===== src/shared/dxbps_defs.svh =====
// Constants for the slave broadcast exchange publisher/subscriber ends
`ifndef DXBPS_DEFS_SVH
`define DXBPS_DEFS_SVH

// ----------------------------------------------------------------------
// Link sizing and telegram constants
// ----------------------------------------------------------------------
`define DXBPS_MAX_LINKS 29
`define DXBPS_FC_MULTICAST 4'h7
`define DXBPS_BCAST_ADDR 7'h7f
`define DXBPS_PRM_LAST_BYTE 7'h78
`define DXBPS_TYPE_LINK_TAB 8'h03
`define DXBPS_TYPE_SUB_TAB 8'h07
`define DXBPS_TAB_VERSION 8'h01
`define DXBPS_STS_TYPE 8'h83

// ----------------------------------------------------------------------
// Link status byte fields and status message layout
// ----------------------------------------------------------------------
`define DXBPS_LS_ACTIVE 7
`define DXBPS_LS_FAULT 6
`define DXBPS_LS_FRESH 0
`define DXBPS_HDR_LEN_W 6
`define DXBPS_STS_FIRST_LINK 5
`define DXBPS_PUB_EN_BIT 0

// ----------------------------------------------------------------------
// Register byte offsets
// ----------------------------------------------------------------------
`define DXBPS_REG_EXT_STS 10'h000
`define DXBPS_REG_CTRL 10'h004
`define DXBPS_REG_WD_INT 10'h008
`define DXBPS_REG_LTAB_LEN 10'h00c
`define DXBPS_REG_STATE_LEN 10'h010
`define DXBPS_REG_PUB_LEN 10'h014
`define DXBPS_REG_IRQ_STS 10'h018
`define DXBPS_REG_IRQ_MSK 10'h01c
`define DXBPS_REG_PRM 10'h020
`define DXBPS_LTAB_BASE 10'h100
`define DXBPS_SBUF_BASE 10'h200

// ----------------------------------------------------------------------
// Control and interrupt bits, reset values
// ----------------------------------------------------------------------
`define DXBPS_CTRL_DEXCH 0
`define DXBPS_CTRL_WD_EN 1
`define DXBPS_IRQ_FRESH 0
`define DXBPS_IRQ_FAULT 1
`define DXBPS_IRQ_PUB 2
`define DXBPS_IRQ_WD 3
`define DXBPS_IRQ_PRM 4
`define DXBPS_WD_INT_RST 20'h0c350
`define DXBPS_RESP_OKAY 2'b00
`define DXBPS_RESP_SLVERR 2'b10

`endif


===== src/shared/dxbps_pkg.sv =====
// Types shared by both ends of the broadcast exchange link
package dxbps_pkg;
  `include "dxbps_defs.svh"

  // Telegram kinds delivered to the device
  typedef enum logic [1:0] {
    DXBPS_TK_FC7,
    DXBPS_TK_BCAST,
    DXBPS_TK_PRM,
    DXBPS_TK_OTHER
  } dxbps_kind_t;

  // Complete state of the device end
  typedef struct packed {
    logic [7:0] ext_sts;
    logic [1:0] ctrl;
    logic [19:0] wd_int;
    logic [19:0] wd_cnt;
    logic [4:0] ltab_len;
    logic [5:0] state_len;
    logic [7:0] pub_len;
    logic [4:0] irq_sts;
    logic [4:0] irq_msk;
    logic [28:0][31:0] ltab;
    logic [63:0][7:0] sbuf;
    logic [7:0] prm_byte;
    logic prm_full;
    logic aw_ok;
    logic [9:0] aw_a;
    logic w_ok;
    logic [31:0] w_d;
    logic [3:0] w_s;
    logic bvalid;
    logic [1:0] bresp;
    logic rvalid;
    logic [31:0] rdata;
    logic [1:0] rresp;
    logic rsp_valid;
    logic [7:0] rsp_len;
  } dxbps_dev_t;

  // Complete state of the bus-side end
  typedef struct packed {
    logic tv;
    dxbps_kind_t kind;
    logic [6:0] src;
    logic [6:0] dest;
    logic [7:0] len;
    logic [7:0] data;
    logic err;
    logic [6:0] pcnt;
    logic rep_stb;
    logic [6:0] rep_dest;
    logic [7:0] rep_len;
  } dxbps_bus_t;
endpackage


===== src/shared/dxbps_link_if.sv =====
// Telegram-level link between the device end and the bus-side end
`timescale 1ns/1ps
interface dxbps_link_if;
  import dxbps_pkg::*;
  logic tel_valid;
  logic tel_ready;
  dxbps_kind_t tel_kind;
  logic [6:0] tel_src;
  logic [6:0] tel_dest;
  logic [7:0] tel_len;
  logic [7:0] tel_data;
  logic tel_err;
  logic rsp_valid;
  logic rsp_ready;
  logic [6:0] rsp_dest;
  logic [7:0] rsp_len;

  modport dev (
    input tel_valid, tel_kind, tel_src, tel_dest, tel_len, tel_data, tel_err, rsp_ready,
    output tel_ready, rsp_valid, rsp_dest, rsp_len
  );
  modport bus (
    output tel_valid, tel_kind, tel_src, tel_dest, tel_len, tel_data, tel_err, rsp_ready,
    input tel_ready, rsp_valid, rsp_dest, rsp_len
  );
endinterface


===== src/rtl/dxbps_dev_end.sv =====
// Device end: publisher reply, subscriber link monitor and register file
//
// Behaviour
// RL1: monitor up to 29 publisher links together
// RL2: publish only while publisher enable bit set
// RL3: answer code 7 requests towards address 127
// RL4: drop code 7 requests when publishing disabled
// RL5: accept broadcasts only from listed publishers
// RL6: publisher reply goes out as broadcast
// RL7: parameter block bytes reach firmware unchanged
// RL8: link table block layout, entries to 120
// RL9: subscriber table type 7, six-byte entries
// RL10: firmware loads link buffer and length setting
// RL11: firmware writes default status before acknowledging
// RL12: bit 7 shows link active last period
// RL13: bit 6 flags faulty broadcast reception
// RL14: bit 0 flags fresh error-free reception
// RL15: firmware ensures the watchdog is enabled
// RL16: status message header, then address/status pairs
// RL17: each listed reception updates its status byte
// RL18: watchdog expiry rolls fresh into active, restarts
//
// Added by the designer: the register addresses and register access over AXI4-Lite.
`timescale 1ns/1ps
`include "dxbps_defs.svh"
module dxbps_dev_end
  import dxbps_pkg::*;
(
  input wire logic aclk,
  input wire logic aresetn,
  dxbps_link_if.dev link,
  input wire logic [9:0] s_axi_awaddr,
  input wire logic s_axi_awvalid,
  output logic s_axi_awready,
  input wire logic [31:0] s_axi_wdata,
  input wire logic [3:0] s_axi_wstrb,
  input wire logic s_axi_wvalid,
  output logic s_axi_wready,
  output logic [1:0] s_axi_bresp,
  output logic s_axi_bvalid,
  input wire logic s_axi_bready,
  input wire logic [9:0] s_axi_araddr,
  input wire logic s_axi_arvalid,
  output logic s_axi_arready,
  output logic [31:0] s_axi_rdata,
  output logic [1:0] s_axi_rresp,
  output logic s_axi_rvalid,
  input wire logic s_axi_rready,
  output logic irq
);
  dxbps_dev_t q, n;

  // ----------------------------------------------------------------------
  // Address decoding helpers
  // ----------------------------------------------------------------------
  // Link table window, one word per link
  function automatic logic is_ltab(input logic [9:0] a);
    is_ltab = (a[9:7] == `DXBPS_LTAB_BASE >> 7) && (a[6:2] < 5'(`DXBPS_MAX_LINKS));
  endfunction

  // Status message window, sixteen words
  function automatic logic is_sbuf(input logic [9:0] a);
    is_sbuf = (a[9:6] == `DXBPS_SBUF_BASE >> 6);
  endfunction

  // Byte-lane merge of a write into an old word
  function automatic logic [31:0] merge(input logic [31:0] o, input logic [31:0] d,
                                        input logic [3:0] s);
    merge = o;
    for (int b = 0; b < 4; b++) begin
      if (s[b]) begin
        merge[8*b +: 8] = d[8*b +: 8];
      end
    end
  endfunction

  // ----------------------------------------------------------------------
  // Handshakes and outputs
  // ----------------------------------------------------------------------
  assign s_axi_awready = !q.aw_ok;
  assign s_axi_wready = !q.w_ok;
  assign s_axi_arready = !q.rvalid;
  assign s_axi_bvalid = q.bvalid;
  assign s_axi_bresp = q.bresp;
  assign s_axi_rvalid = q.rvalid;
  assign s_axi_rdata = q.rdata;
  assign s_axi_rresp = q.rresp;
  // A pending reply or an unread parameter byte stalls the link
  assign link.tel_ready = !q.rsp_valid && !q.prm_full;
  assign link.rsp_valid = q.rsp_valid;
  assign link.rsp_dest = `DXBPS_BCAST_ADDR; // [RL3] [RL6]
  assign link.rsp_len = q.rsp_len;
  assign irq = |(q.irq_sts & q.irq_msk);

  // ----------------------------------------------------------------------
  // Next-state logic
  // ----------------------------------------------------------------------
  // Bus accesses first, then link events, so hardware updates win
  always_comb begin
    logic [4:0] ev;
    logic rd_clr;
    logic [31:0] m;
    logic take;
    logic hit;
    logic [4:0] hi;
    logic [5:0] j;
    logic bad;
    n = q;
    ev = '0;
    rd_clr = 1'b0;
    m = '0;
    take = link.tel_valid && link.tel_ready;
    hit = 1'b0;
    hi = '0;
    j = '0;
    bad = 1'b0;

    // Write address and data are captured in either order
    if (s_axi_awvalid && !q.aw_ok) begin
      n.aw_ok = 1'b1;
      n.aw_a = s_axi_awaddr;
    end
    if (s_axi_wvalid && !q.w_ok) begin
      n.w_ok = 1'b1;
      n.w_d = s_axi_wdata;
      n.w_s = s_axi_wstrb;
    end
    if (q.bvalid && s_axi_bready) begin
      n.bvalid = 1'b0;
    end
    if (q.aw_ok && q.w_ok && !q.bvalid) begin
      n.aw_ok = 1'b0;
      n.w_ok = 1'b0;
      n.bvalid = 1'b1;
      n.bresp = `DXBPS_RESP_OKAY;
      unique case ({q.aw_a[9:2], 2'b00})
        `DXBPS_REG_EXT_STS: n.ext_sts = 8'(merge({24'h0, q.ext_sts}, q.w_d, q.w_s));
        `DXBPS_REG_CTRL: n.ctrl = 2'(merge({30'h0, q.ctrl}, q.w_d, q.w_s));
        `DXBPS_REG_WD_INT: n.wd_int = 20'(merge({12'h0, q.wd_int}, q.w_d, q.w_s));
        `DXBPS_REG_LTAB_LEN: n.ltab_len = 5'(merge({27'h0, q.ltab_len}, q.w_d, q.w_s)); // [RL10]
        `DXBPS_REG_STATE_LEN: n.state_len = 6'(merge({26'h0, q.state_len}, q.w_d, q.w_s));
        `DXBPS_REG_PUB_LEN: n.pub_len = 8'(merge({24'h0, q.pub_len}, q.w_d, q.w_s));
        `DXBPS_REG_IRQ_MSK: n.irq_msk = 5'(merge({27'h0, q.irq_msk}, q.w_d, q.w_s));
        `DXBPS_REG_IRQ_STS, `DXBPS_REG_PRM: ;
        default: begin
          if (is_ltab(q.aw_a)) begin
            n.ltab[q.aw_a[6:2]] = merge(q.ltab[q.aw_a[6:2]], q.w_d, q.w_s); // [RL10]
          end else if (is_sbuf(q.aw_a)) begin
            // Firmware lays down the default status message here
            for (int b = 0; b < 4; b++) begin
              if (q.w_s[b]) begin
                n.sbuf[{q.aw_a[5:2], 2'(b)}] = q.w_d[8*b +: 8]; // [RL11] [RL16]
              end
            end
          end else begin
            n.bresp = `DXBPS_RESP_SLVERR;
          end
        end
      endcase
    end

    // Reads answer one cycle after the address is taken
    if (q.rvalid && s_axi_rready) begin
      n.rvalid = 1'b0;
    end
    if (s_axi_arvalid && !q.rvalid) begin
      n.rvalid = 1'b1;
      n.rresp = `DXBPS_RESP_OKAY;
      unique case ({s_axi_araddr[9:2], 2'b00})
        `DXBPS_REG_EXT_STS: m = {24'h0, q.ext_sts};
        `DXBPS_REG_CTRL: m = {30'h0, q.ctrl};
        `DXBPS_REG_WD_INT: m = {12'h0, q.wd_int};
        `DXBPS_REG_LTAB_LEN: m = {27'h0, q.ltab_len};
        `DXBPS_REG_STATE_LEN: m = {26'h0, q.state_len};
        `DXBPS_REG_PUB_LEN: m = {24'h0, q.pub_len};
        `DXBPS_REG_IRQ_STS: begin
          m = {27'h0, q.irq_sts};
          rd_clr = 1'b1;
        end
        `DXBPS_REG_IRQ_MSK: m = {27'h0, q.irq_msk};
        `DXBPS_REG_PRM: begin
          // Popping frees the holding byte for the next one
          m = {23'h0, q.prm_full, q.prm_byte}; // [RL7]
          n.prm_full = 1'b0;
        end
        default: begin
          if (is_ltab(s_axi_araddr)) begin
            m = q.ltab[s_axi_araddr[6:2]];
          end else if (is_sbuf(s_axi_araddr)) begin
            m = {q.sbuf[{s_axi_araddr[5:2], 2'd3}], q.sbuf[{s_axi_araddr[5:2], 2'd2}],
                 q.sbuf[{s_axi_araddr[5:2], 2'd1}], q.sbuf[{s_axi_araddr[5:2], 2'd0}]};
          end else begin
            n.rresp = `DXBPS_RESP_SLVERR;
          end
        end
      endcase
      n.rdata = m;
    end

    // Monitoring interval runs only in data exchange with watchdog on
    if (!(q.ctrl[`DXBPS_CTRL_DEXCH] && q.ctrl[`DXBPS_CTRL_WD_EN])) begin // [RL15]
      n.wd_cnt = '0;
    end else if (q.wd_cnt >= q.wd_int) begin
      n.wd_cnt = '0; // [RL18]
      ev[`DXBPS_IRQ_WD] = 1'b1;
      for (int i = 0; i < `DXBPS_MAX_LINKS; i++) begin
        j = 6'(`DXBPS_STS_FIRST_LINK + 2 * i);
        if (5'(i) < q.ltab_len && j < q.state_len) begin
          n.sbuf[j][`DXBPS_LS_ACTIVE] = n.sbuf[j][`DXBPS_LS_FRESH]; // [RL12] [RL18]
          n.sbuf[j][`DXBPS_LS_FAULT] = 1'b0; // [RL18]
          n.sbuf[j][`DXBPS_LS_FRESH] = 1'b0; // [RL18]
        end
      end
    end else begin
      n.wd_cnt = q.wd_cnt + 20'h1;
    end

    // Publisher: code 7 request gets a broadcast reply, or is dropped
    if (take && link.tel_kind == DXBPS_TK_FC7 && link.tel_len[3:0] == `DXBPS_FC_MULTICAST) begin
      if (q.ext_sts[`DXBPS_PUB_EN_BIT]) begin // [RL2] [RL4]
        n.rsp_valid = 1'b1; // [RL3] [RL6]
        n.rsp_len = q.pub_len;
        ev[`DXBPS_IRQ_PUB] = 1'b1;
      end
    end
    if (q.rsp_valid && link.rsp_ready) begin
      n.rsp_valid = 1'b0;
    end

    // Subscriber: first listed link whose publisher matches the source
    if (take && link.tel_kind == DXBPS_TK_BCAST && link.tel_dest == `DXBPS_BCAST_ADDR) begin
      for (int i = 0; i < `DXBPS_MAX_LINKS; i++) begin // [RL1]
        if (!hit && 5'(i) < q.ltab_len && q.ltab[i][7:0] == {1'b0, link.tel_src}) begin // [RL5]
          hit = 1'b1;
          hi = 5'(i);
        end
      end
      bad = link.tel_err || (link.tel_len != q.ltab[hi][15:8]);
      j = 6'(`DXBPS_STS_FIRST_LINK + 2 * hi);
      if (hit && j < q.state_len) begin // [RL17]
        if (bad) begin
          n.sbuf[j][`DXBPS_LS_ACTIVE] = 1'b0;
          n.sbuf[j][`DXBPS_LS_FAULT] = 1'b1; // [RL13]
          n.sbuf[j][`DXBPS_LS_FRESH] = 1'b0;
          ev[`DXBPS_IRQ_FAULT] = 1'b1;
        end else begin
          n.sbuf[j][`DXBPS_LS_FAULT] = 1'b0;
          n.sbuf[j][`DXBPS_LS_FRESH] = 1'b1; // [RL14]
          ev[`DXBPS_IRQ_FRESH] = 1'b1;
        end
      end
    end

    // Parameter bytes are held verbatim for firmware to read
    if (take && link.tel_kind == DXBPS_TK_PRM) begin
      n.prm_byte = link.tel_data; // [RL7]
      n.prm_full = 1'b1;
      ev[`DXBPS_IRQ_PRM] = 1'b1;
    end

    // New events win over a clearing read in the same cycle
    n.irq_sts = (rd_clr ? 5'h00 : q.irq_sts) | ev;
  end

  // ----------------------------------------------------------------------
  // State register
  // ----------------------------------------------------------------------
  always_ff @(posedge aclk) begin
    if (!aresetn) begin
      q <= '0;
      q.wd_int <= `DXBPS_WD_INT_RST;
    end else begin
      q <= n;
    end
  end
endmodule


===== src/flat_wrapper.sv =====
// flat-port wrapper written by rule: the top's interface ports become plain ports
module dxbps_dev_end_flat import dxbps_pkg::*;
  (aclk, aresetn, s_axi_awaddr, s_axi_awvalid, s_axi_awready, s_axi_wdata, s_axi_wstrb, s_axi_wvalid, s_axi_wready, s_axi_bresp, s_axi_bvalid, s_axi_bready, s_axi_araddr, s_axi_arvalid, s_axi_arready, s_axi_rdata, s_axi_rresp, s_axi_rvalid, s_axi_rready, irq, link_tel_valid, link_tel_kind, link_tel_src, link_tel_dest, link_tel_len, link_tel_data, link_tel_err, link_rsp_ready, link_tel_ready, link_rsp_valid, link_rsp_dest, link_rsp_len);
  dxbps_link_if link_i ();
  input wire logic aclk;
  input wire logic aresetn;
  input wire logic [9:0] s_axi_awaddr;
  input wire logic s_axi_awvalid;
  output logic s_axi_awready;
  input wire logic [31:0] s_axi_wdata;
  input wire logic [3:0] s_axi_wstrb;
  input wire logic s_axi_wvalid;
  output logic s_axi_wready;
  output logic [1:0] s_axi_bresp;
  output logic s_axi_bvalid;
  input wire logic s_axi_bready;
  input wire logic [9:0] s_axi_araddr;
  input wire logic s_axi_arvalid;
  output logic s_axi_arready;
  output logic [31:0] s_axi_rdata;
  output logic [1:0] s_axi_rresp;
  output logic s_axi_rvalid;
  input wire logic s_axi_rready;
  output logic irq;
  input wire logic [$bits(link_i.tel_valid)-1:0] link_tel_valid;
  input wire logic [$bits(link_i.tel_kind)-1:0] link_tel_kind;
  input wire logic [$bits(link_i.tel_src)-1:0] link_tel_src;
  input wire logic [$bits(link_i.tel_dest)-1:0] link_tel_dest;
  input wire logic [$bits(link_i.tel_len)-1:0] link_tel_len;
  input wire logic [$bits(link_i.tel_data)-1:0] link_tel_data;
  input wire logic [$bits(link_i.tel_err)-1:0] link_tel_err;
  input wire logic [$bits(link_i.rsp_ready)-1:0] link_rsp_ready;
  output wire logic [$bits(link_i.tel_ready)-1:0] link_tel_ready;
  output wire logic [$bits(link_i.rsp_valid)-1:0] link_rsp_valid;
  output wire logic [$bits(link_i.rsp_dest)-1:0] link_rsp_dest;
  output wire logic [$bits(link_i.rsp_len)-1:0] link_rsp_len;
  assign link_i.tel_valid = link_tel_valid;
  assign link_i.tel_kind = link_tel_kind;
  assign link_i.tel_src = link_tel_src;
  assign link_i.tel_dest = link_tel_dest;
  assign link_i.tel_len = link_tel_len;
  assign link_i.tel_data = link_tel_data;
  assign link_i.tel_err = link_tel_err;
  assign link_i.rsp_ready = link_rsp_ready;
  assign link_tel_ready = link_i.tel_ready;
  assign link_rsp_valid = link_i.rsp_valid;
  assign link_rsp_dest = link_i.rsp_dest;
  assign link_rsp_len = link_i.rsp_len;
  dxbps_dev_end u_core (.aclk(aclk), .aresetn(aresetn), .link(link_i), .s_axi_awaddr(s_axi_awaddr), .s_axi_awvalid(s_axi_awvalid), .s_axi_awready(s_axi_awready), .s_axi_wdata(s_axi_wdata), .s_axi_wstrb(s_axi_wstrb), .s_axi_wvalid(s_axi_wvalid), .s_axi_wready(s_axi_wready), .s_axi_bresp(s_axi_bresp), .s_axi_bvalid(s_axi_bvalid), .s_axi_bready(s_axi_bready), .s_axi_araddr(s_axi_araddr), .s_axi_arvalid(s_axi_arvalid), .s_axi_arready(s_axi_arready), .s_axi_rdata(s_axi_rdata), .s_axi_rresp(s_axi_rresp), .s_axi_rvalid(s_axi_rvalid), .s_axi_rready(s_axi_rready), .irq(irq));
endmodule

===== config.mk =====
export PLATFORM = sky130hd
export DESIGN_NAME = dxbps_dev_end_flat
export DESIGN_NICKNAME = d
export VERILOG_FILES = /design/src/shared/dxbps_pkg.sv /design/src/shared/dxbps_link_if.sv /design/src/rtl/dxbps_dev_end.sv /design/src/flat_wrapper.sv
export VERILOG_INCLUDE_DIRS = /design/src /design/src/shared
export SDC_FILE = /design/constraint.sdc
export NUM_CORES = 2
export LEC_CHECK = 0
export ABC_AREA = 0
export BUFFER_PORTS_ARGS = -buffer_cell sky130_fd_sc_hd__buf_2
export CORE_AREA = 2 2 532 534
export DETAILED_ROUTE_END_ITERATION = 10
export DIE_AREA = 0 0 534 536
export PLACE_DENSITY_LB_ADDON = 0.25
export SYNTH_ARGS = -nofsm -noshare
export SYNTH_HDL_FRONTEND = slang
export SYNTH_SLANG_ARGS = --single-unit

===== constraint.sdc =====
create_clock -name aclk -period 12.2 [get_ports aclk]
set_input_delay 3.66 -clock aclk [delete_from_list [all_inputs] [get_ports aclk]]
set_output_delay 3.66 -clock aclk [all_outputs]
set_load 0.03 [all_outputs]

# Word-level counts from Yosys, hierarchy flattened
# Cells that the tools add are included.
[classes] n_addsub=2 n_lt_le_gt_ge=80 n_eq_ne=54 n_mux=363 bitwise=13 reduce_logical=171
[op_table] cell="2-to-1 mux 512 bit" n=23
[op_table] cell="bitwise mux 512 bit" n=4
[op_table] cell="bitwise AND 512 bit" n=3
[op_table] cell="inverter 512 bit" n=3
[op_table] cell="OR 512 bit" n=2
[op_table] cell="bitwise mux 928 bit" n=1
[op_table] cell="binary-select mux 32 bit (select 5 bit)" n=3
[op_table] cell="one-hot mux 32 bit (9 select lines)" n=1
[op_table] cell="== test 8 x 7 -> 1 bit" n=29
[op_table] cell="2-to-1 mux 8 bit" n=25
[op_table] cell="2-to-1 mux 2 bit" n=97
[op_table] cell="2-to-1 mux 1 bit" n=161
[op_table] cell="demux 32 bit (select 5 bit)" n=1
[op_table] cell="2-to-1 mux 32 bit" n=5
[op_table] cell="demux 8 bit (select 6 bit)" n=3
[op_table] cell="binary-select mux 8 bit (select 4 bit)" n=4
[op_table] cell="demux 8 bit (select 4 bit)" n=4
[op_table] cell="logical AND 1 bit" n=111
[op_table] cell="less-than comparator 6 bit, first input constant" n=15
[op_table] cell="2-to-1 mux 5 bit" n=15
[op_table] cell="less-than comparator 5 bit, first input constant" n=13
[op_table] cell="== test 8 x 3 -> 1 bit, second input constant" n=8
[op_table] cell="less-than comparator 6 x 7 -> 1 bit, second input constant" n=9
[op_table] cell="less-than comparator 5 x 6 -> 1 bit, first input constant" n=8
[op_table] cell="43 further kinds" n=135
[totals] regBits=1623 in_bits=98 wordCells=801

# Depth between registers and ports, before layout
[depth] ltp_word=158 mapped_depth=30

# Least setup slack after synthesis
# OpenSTA, ideal clock, no wires.
[synth_path] path_type="input port to flip-flop" startpoint="in link_tel_src[5]" endpoint="reg u_core.q[448] in the netlist's numbering" setup_ns=0.065 arrival_time_ns=8.799 required_ns=12.135 path_slack_ns=3.336 stages=24 n_path_buf=5 path_cell_list="buf_6 > xor2_1 > or4_1 > or3_1 > nand4_2 > nor4_1 > a311oi_4 > nand2_2 > buf_4 > buf_2 > buf_2 > buf_2 > ha_1 > xnor2_1 > inv_1 > ha_1 > nand4_1 > a21oi_1 > nor4_1 > nand2_1 > nor2_1 > nand2_1 > mux2_2 > nor2_1"
[synth_via] elab_chain_cells=154 elab_cells_between_ends=226
[synth_rtl] element="start: declaration" line_no="flat_wrapper.sv:27" text="input wire logic [$bits(link_i.tel_src)-1:0] link_tel_src;"
[synth_rtl] element="== test 8 x 7 -> 1 bit" line_no="dxbps_dev_end.sv:233" text="if (!hit && 5'(i) < q.ltab_len && q.ltab[i][7:0] == {1'b0, link.tel_src}) begin"
[synth_rtl] element="logical AND 1 bit" line_no="dxbps_dev_end.sv:233"
[synth_rtl] element="2-to-1 mux 1 bit" line_no="dxbps_dev_end.sv:233"
[synth_rtl] element="2-to-1 mux 1 bit" line_no="dxbps_dev_end.sv:231" text="if (take && link.tel_kind == DXBPS_TK_BCAST && link.tel_dest == `DXBPS_BCAST_ADDR) begin"
[synth_rtl] element="logical NOT 1 bit" line_no="dxbps_dev_end.sv:233"
[synth_rtl] element="logical AND 1 bit (2 in a row)" line_no="dxbps_dev_end.sv:233"
[synth_rtl] element="2-to-1 mux 1 bit" line_no="dxbps_dev_end.sv:233"
[synth_rtl] element="2-to-1 mux 1 bit" line_no="dxbps_dev_end.sv:231"
[synth_rtl] element="[137 not listed]"
[synth_rtl] element="logical AND 1 bit" line_no="dxbps_dev_end.sv:244, dxbps_dev_end.sv:248"
[synth_rtl] element="2-to-1 mux 1 bit" line_no="dxbps_dev_end.sv:244, dxbps_dev_end.sv:248"
[synth_rtl] element="demux 8 bit (select 6 bit)"
[synth_rtl] element="inverter 512 bit (no source line)"
[synth_rtl] element="bitwise AND 512 bit (no source line)"
[synth_rtl] element="2-to-1 mux 512 bit" line_no="dxbps_dev_end.sv:241" text="if (bad) begin"
[synth_rtl] element="2-to-1 mux 512 bit (*)" line_no="dxbps_dev_end.sv:240" text="if (hit && j < q.state_len) begin"
[synth_rtl] element="2-to-1 mux 512 bit (*)" line_no="dxbps_dev_end.sv:231"
[synth_rtl] element="end signal: assignment" line_no="dxbps_dev_end.sv:273" text="q <= n;"
[synth_rtl] element="end: declaration" line_no="dxbps_dev_end.sv:51" text="dxbps_dev_t q, n;"
# Every way passes the cells marked *; elsewhere a longest branch is shown, timed or not. The select of a mux whose other input is x is not followed.
# A chain may end at the register's enable or synchronous reset.

# Worst setup path after layout
[layout_path] startpoint="in link_tel_src[5]" endpoint="reg u_core.q[326] in the netlist's numbering"
[layout_via] elab_chain_cells=155 elab_cells_between_ends=226
[layout_rtl] element="== test 8 x 7 -> 1 bit" line_no="dxbps_dev_end.sv:233"
[layout_rtl] element="logical AND 1 bit" line_no="dxbps_dev_end.sv:233"
[layout_rtl] element="2-to-1 mux 1 bit" line_no="dxbps_dev_end.sv:233"
[layout_rtl] element="2-to-1 mux 1 bit" line_no="dxbps_dev_end.sv:231"
[layout_rtl] element="logical NOT 1 bit" line_no="dxbps_dev_end.sv:233"
[layout_rtl] element="logical AND 1 bit (2 in a row)" line_no="dxbps_dev_end.sv:233"
[layout_rtl] element="2-to-1 mux 1 bit" line_no="dxbps_dev_end.sv:233"
[layout_rtl] element="2-to-1 mux 1 bit" line_no="dxbps_dev_end.sv:231"
[layout_rtl] element="[138 not listed]"
[layout_rtl] element="2-to-1 mux 7 bit" line_no="dxbps_dev_end.sv:243, dxbps_dev_end.sv:247"
[layout_rtl] element="demux 8 bit (select 6 bit)"
[layout_rtl] element="inverter 512 bit (no source line)"
[layout_rtl] element="bitwise AND 512 bit (no source line)"
[layout_rtl] element="OR 512 bit (no source line)"
[layout_rtl] element="2-to-1 mux 512 bit" line_no="dxbps_dev_end.sv:241"
[layout_rtl] element="2-to-1 mux 512 bit (*)" line_no="dxbps_dev_end.sv:240"
[layout_rtl] element="2-to-1 mux 512 bit (*)" line_no="dxbps_dev_end.sv:231"
# Marked as above.

==> metrics.csv <==
stage,metric,value,unit
die,die height,536,um
global_route,first-pass GRT wire length,491000,um
finish,"Net count, final",8624,
clocking,H-tree Lvls,4,
clocking,Clock Sinks,1619,
finish,Syn-to-layout area delta,12.6,%
timing,worst-margin pin slew,1.37,ns
routing,DR vias,71633,
timing,Final Hold Viols,0,
flow_run,max-cap violations,0,
worst_setup_path,max incr delay on CP,0.98,ns
routing,wire per inst,27.5,um
routing,DRT iter0 DRCs,7745,
logic_synthesis,prevailing post-synth register cell,dfxtp_1,
placed_design,dpl hpwl,220000,um
routing,Routed Antenna Nets,0,
worst_setup_path,Buffers & Inverters on Critical Path,3,
global_route,GRT Overall Usage,23.0,%
finish,share of cells above drive strength 1,17.7,%
clocking,Clock Path Buffers,3,
worst_setup_path,Crit. End Element,flip-flop,
clocking,clk_lat worst skew,0.87,ns
die,Starting Density,29.9,%
pwr,PD cells,129,nW/um^2
timing,final worst-path cycle share,84.6,%
logic_synthesis,ys async rst share,0,%
die,die extent in x,534,um
run_status,status,"finished, final reports clean",
timing,RSZ-0062 raised after global routing,false,
timing,setup tns final,0,ns
global_route,vias in the first global route,68965,
routing,Routed WL,341000,um
die,core area,281000,um^2
logic_synthesis,synth unique cells,89,
logic_synthesis,post-synthesis cell count,8892,
logic_synthesis,#FFs+latches synth,1619,
die,row count,195,
placed_design,gpl congestion,0.936,
clocking,Post-CTS Setup Inserts,0,
clocking,CTS tree,done,
worst_setup_path,CP required,12.87,ns
worst_hold_path,Min-Delay Path Class,reg -> reg,
worst_setup_path,worst path cell trace,buf_2 > xor2_1 > nor4_1 > nand3_1 > nand4_1 > nor4_2 > buf_4 > a311oi_4 > nand2_2 > inv_2 > nand3_1 > o22ai_1 > o21ai_0 > and4_4 > nor4b_4 > nand4_2 > nand2_1 > o21ai_0,
finish,most frequent cells in the layout,"1610 x dfxtp_1, 1422 x nor2_1, 957 x a211oi_1",
timing,final setup fails,0,
pwr,VDD IR max,0.152,mV
timing,f_max,96.9,MHz
global_route,largest net degree at the start of global routing,181,
timing,slew margin rel.,8.43,%
logic_synthesis,yosys warns,0,
placed_design,number of I/O port buffers,143,
die,die area,286000,um^2
finish,fillers,28333,
global_route,GRT Residual Overflow,0,
logic_synthesis,number of synthesized flops with an enable pin,0,
routing,drt via density,5.77,
timing,min Tclk post-route,10.32,ns
clocking,CTS resizes,0,
worst_setup_path,Worst EP arrival,10.99,ns
worst_setup_path,CP Max Fanout,29,
logic_synthesis,synth top area cells,"dfxtp_1 39%, mux4_2 18%, a211oi_1 8.6%",
global_route,initial antenna violation count,18,
logic_synthesis,Post-Synthesis Cell Area,83900,um^2
finish,fin area,94400,um^2
worst_setup_path,crit path max-delay cell type,nand2_1,
logic_synthesis,sequential share of the synthesized area,38.6,%
logic_synthesis,synthesized area per cell,9.43,um^2
die,I/O Pins,157,
routing,Post-route DRC,0,
timing,Slew Limit Fails,0,
clocking,CTS Buf Count,188,
finish,"commonest non-fill, non-tap cell in the layout",dfxtp_1,
pwr,P_leak,29.9,nW
routing,drt first pass iters,8,
worst_setup_path,worst setup path class,in -> reg,
logic_synthesis,Yosys top cell area share,38.6,%
clocking,Hold Buf Count CTS,0,
worst_setup_path,Worst setup SP type,primary input,
worst_setup_path,Top delay family on crit path,simple AND/OR/NAND/NOR gates,
placed_design,instance area at placement,87800,um^2
logic_synthesis,top cell type by total area after synthesis,dfxtp_1,
clocking,Clock transition at path regs,0.06,ns
timing,Setup Skew,0.0558,ns
clocking,CTS root buffer,clkbuf_16,
==> report_power, final <==
part | total (W) | switching, W | leakage, nW | internal, W
Combinational | 0.000827 | 0.000613 | 13.6 | 0.000214
Clock | 0.00603 | 0.00249 | 3.25 | 0.00354
Sequential | 0.00533 | 0.0000306 | 13.0 | 0.00530
==> worst paths after layout <==
kind	cells after the start	from	to	slack [ns]
worst min register to register	2	u_core.s_axi_rdata[2]	u_core.s_axi_rdata[2]	0.45
worst max register to register	17	u_core.q[1571]	u_core.q[326]	4.20
worst min-delay path	2	u_core.s_axi_rdata[2]	u_core.s_axi_rdata[2]	0.45
worst max-delay path	18	link_tel_src[5]	u_core.q[326]	1.88
==> flip-flops by register name (all words and copies together), names as in the netlist <==
signal / flops
u_core.s_axi_rresp: 1
u_core.s_axi_rdata: 32
u_core.s_axi_rvalid: 1
u_core.link.rsp_len: 8
u_core.s_axi_bvalid: 1
u_core.q: 1574
u_core.s_axi_bresp: 1
u_core.link.rsp_valid: 1
==> final cells by class <==
cell class / count / area (um^2) / area share [%]
inverter: 70 / 270 / 0.286
sequential: 1619 / 32400 / 34.4
antenna: 3 / 7.51 / 0.00795
clock inverter: 58 / 920 / 0.974
tap: 3743 / 4680 / 4.96
clock buffer: 292 / 5720 / 6.05
timing repair buffer: 375 / 2700 / 2.86
multi-input combinational: 6246 / 47700 / 50.5
==> per-layer routing <==
layer / vias to the layer above / wire [um] / GRT usage, % / share of wire, %
li1: 31830 / - / - / -
met1: 35614 / 141000 / 30.2 / 41
met2: 3435 / 156000 / 36.5 / 46
met3: 750 / 26400 / 4.14 / 7.8
met4: 4 / 17700 / 11.3 / 5.2
met5: - / 18 / 0 / 0.0053
==> cells in the mapped netlist (17+ instances only) <==
master       n
nor2b_1     36
inv_1       65
buf_1      113
nand2_1    879
clkbuf_1   744
nor3_1      55
o21ai_0    149
o211ai_1    63
a211oi_1   957
nand3_1    234
o22ai_1     18
ha_1        26
mux4_2     681
a221oi_1    55
mux2i_1    324
a21oi_1    539
buf_4       62
nor2_1    1445
a22oi_1     27
buf_2       34
a31oi_1     17
mux2_2      46
dfxtp_1   1619
nand4_1     94
nor4_1      40
o21ai_1     27
xnor2_1     47
a311oi_1    20
xor2_1     179
and3_1      38
==> tightest hold or removal path, stage by stage (launching register included) <==
cell	delay (ns)
dfxtp_1	0.31
nand2_1	0.05
a21oi_1	0.05
==> kinds of logic after synthesis <==
family,after synthesis,synth area share (%)
other,2,0.00895
multiplexers,1053,22.8
AND/OR/NAND/NOR,2940,14.8
flip-flops,1619,38.6
adder cells (fa/ha/maj),26,0.388
XOR/XNOR,226,2.36
AO/OA/AOI/OAI,1992,16.0
buffers and inverters,1034,5.05
==> per-stage QoR <==
stage	total power (W)	cells	util, %	worst slack, ns	hold slack [ns]
5_1_grt	0.0125	12404	33.6	1.85	0.468
2_1_floorplan	0.00596	8899	-	3.34	0.429
4_1_cts	0.0123	12403	33.6	2.22	0.452
6_report	0.0122	12406	33.6	1.88	0.452
3_3_place_gp	0.00626	12053	31.3	1.37	0.434
3_5_place_dp	0.00627	12053	31.3	1.33	0.444
Note: power is estimated with default switching activity, not from simulation.
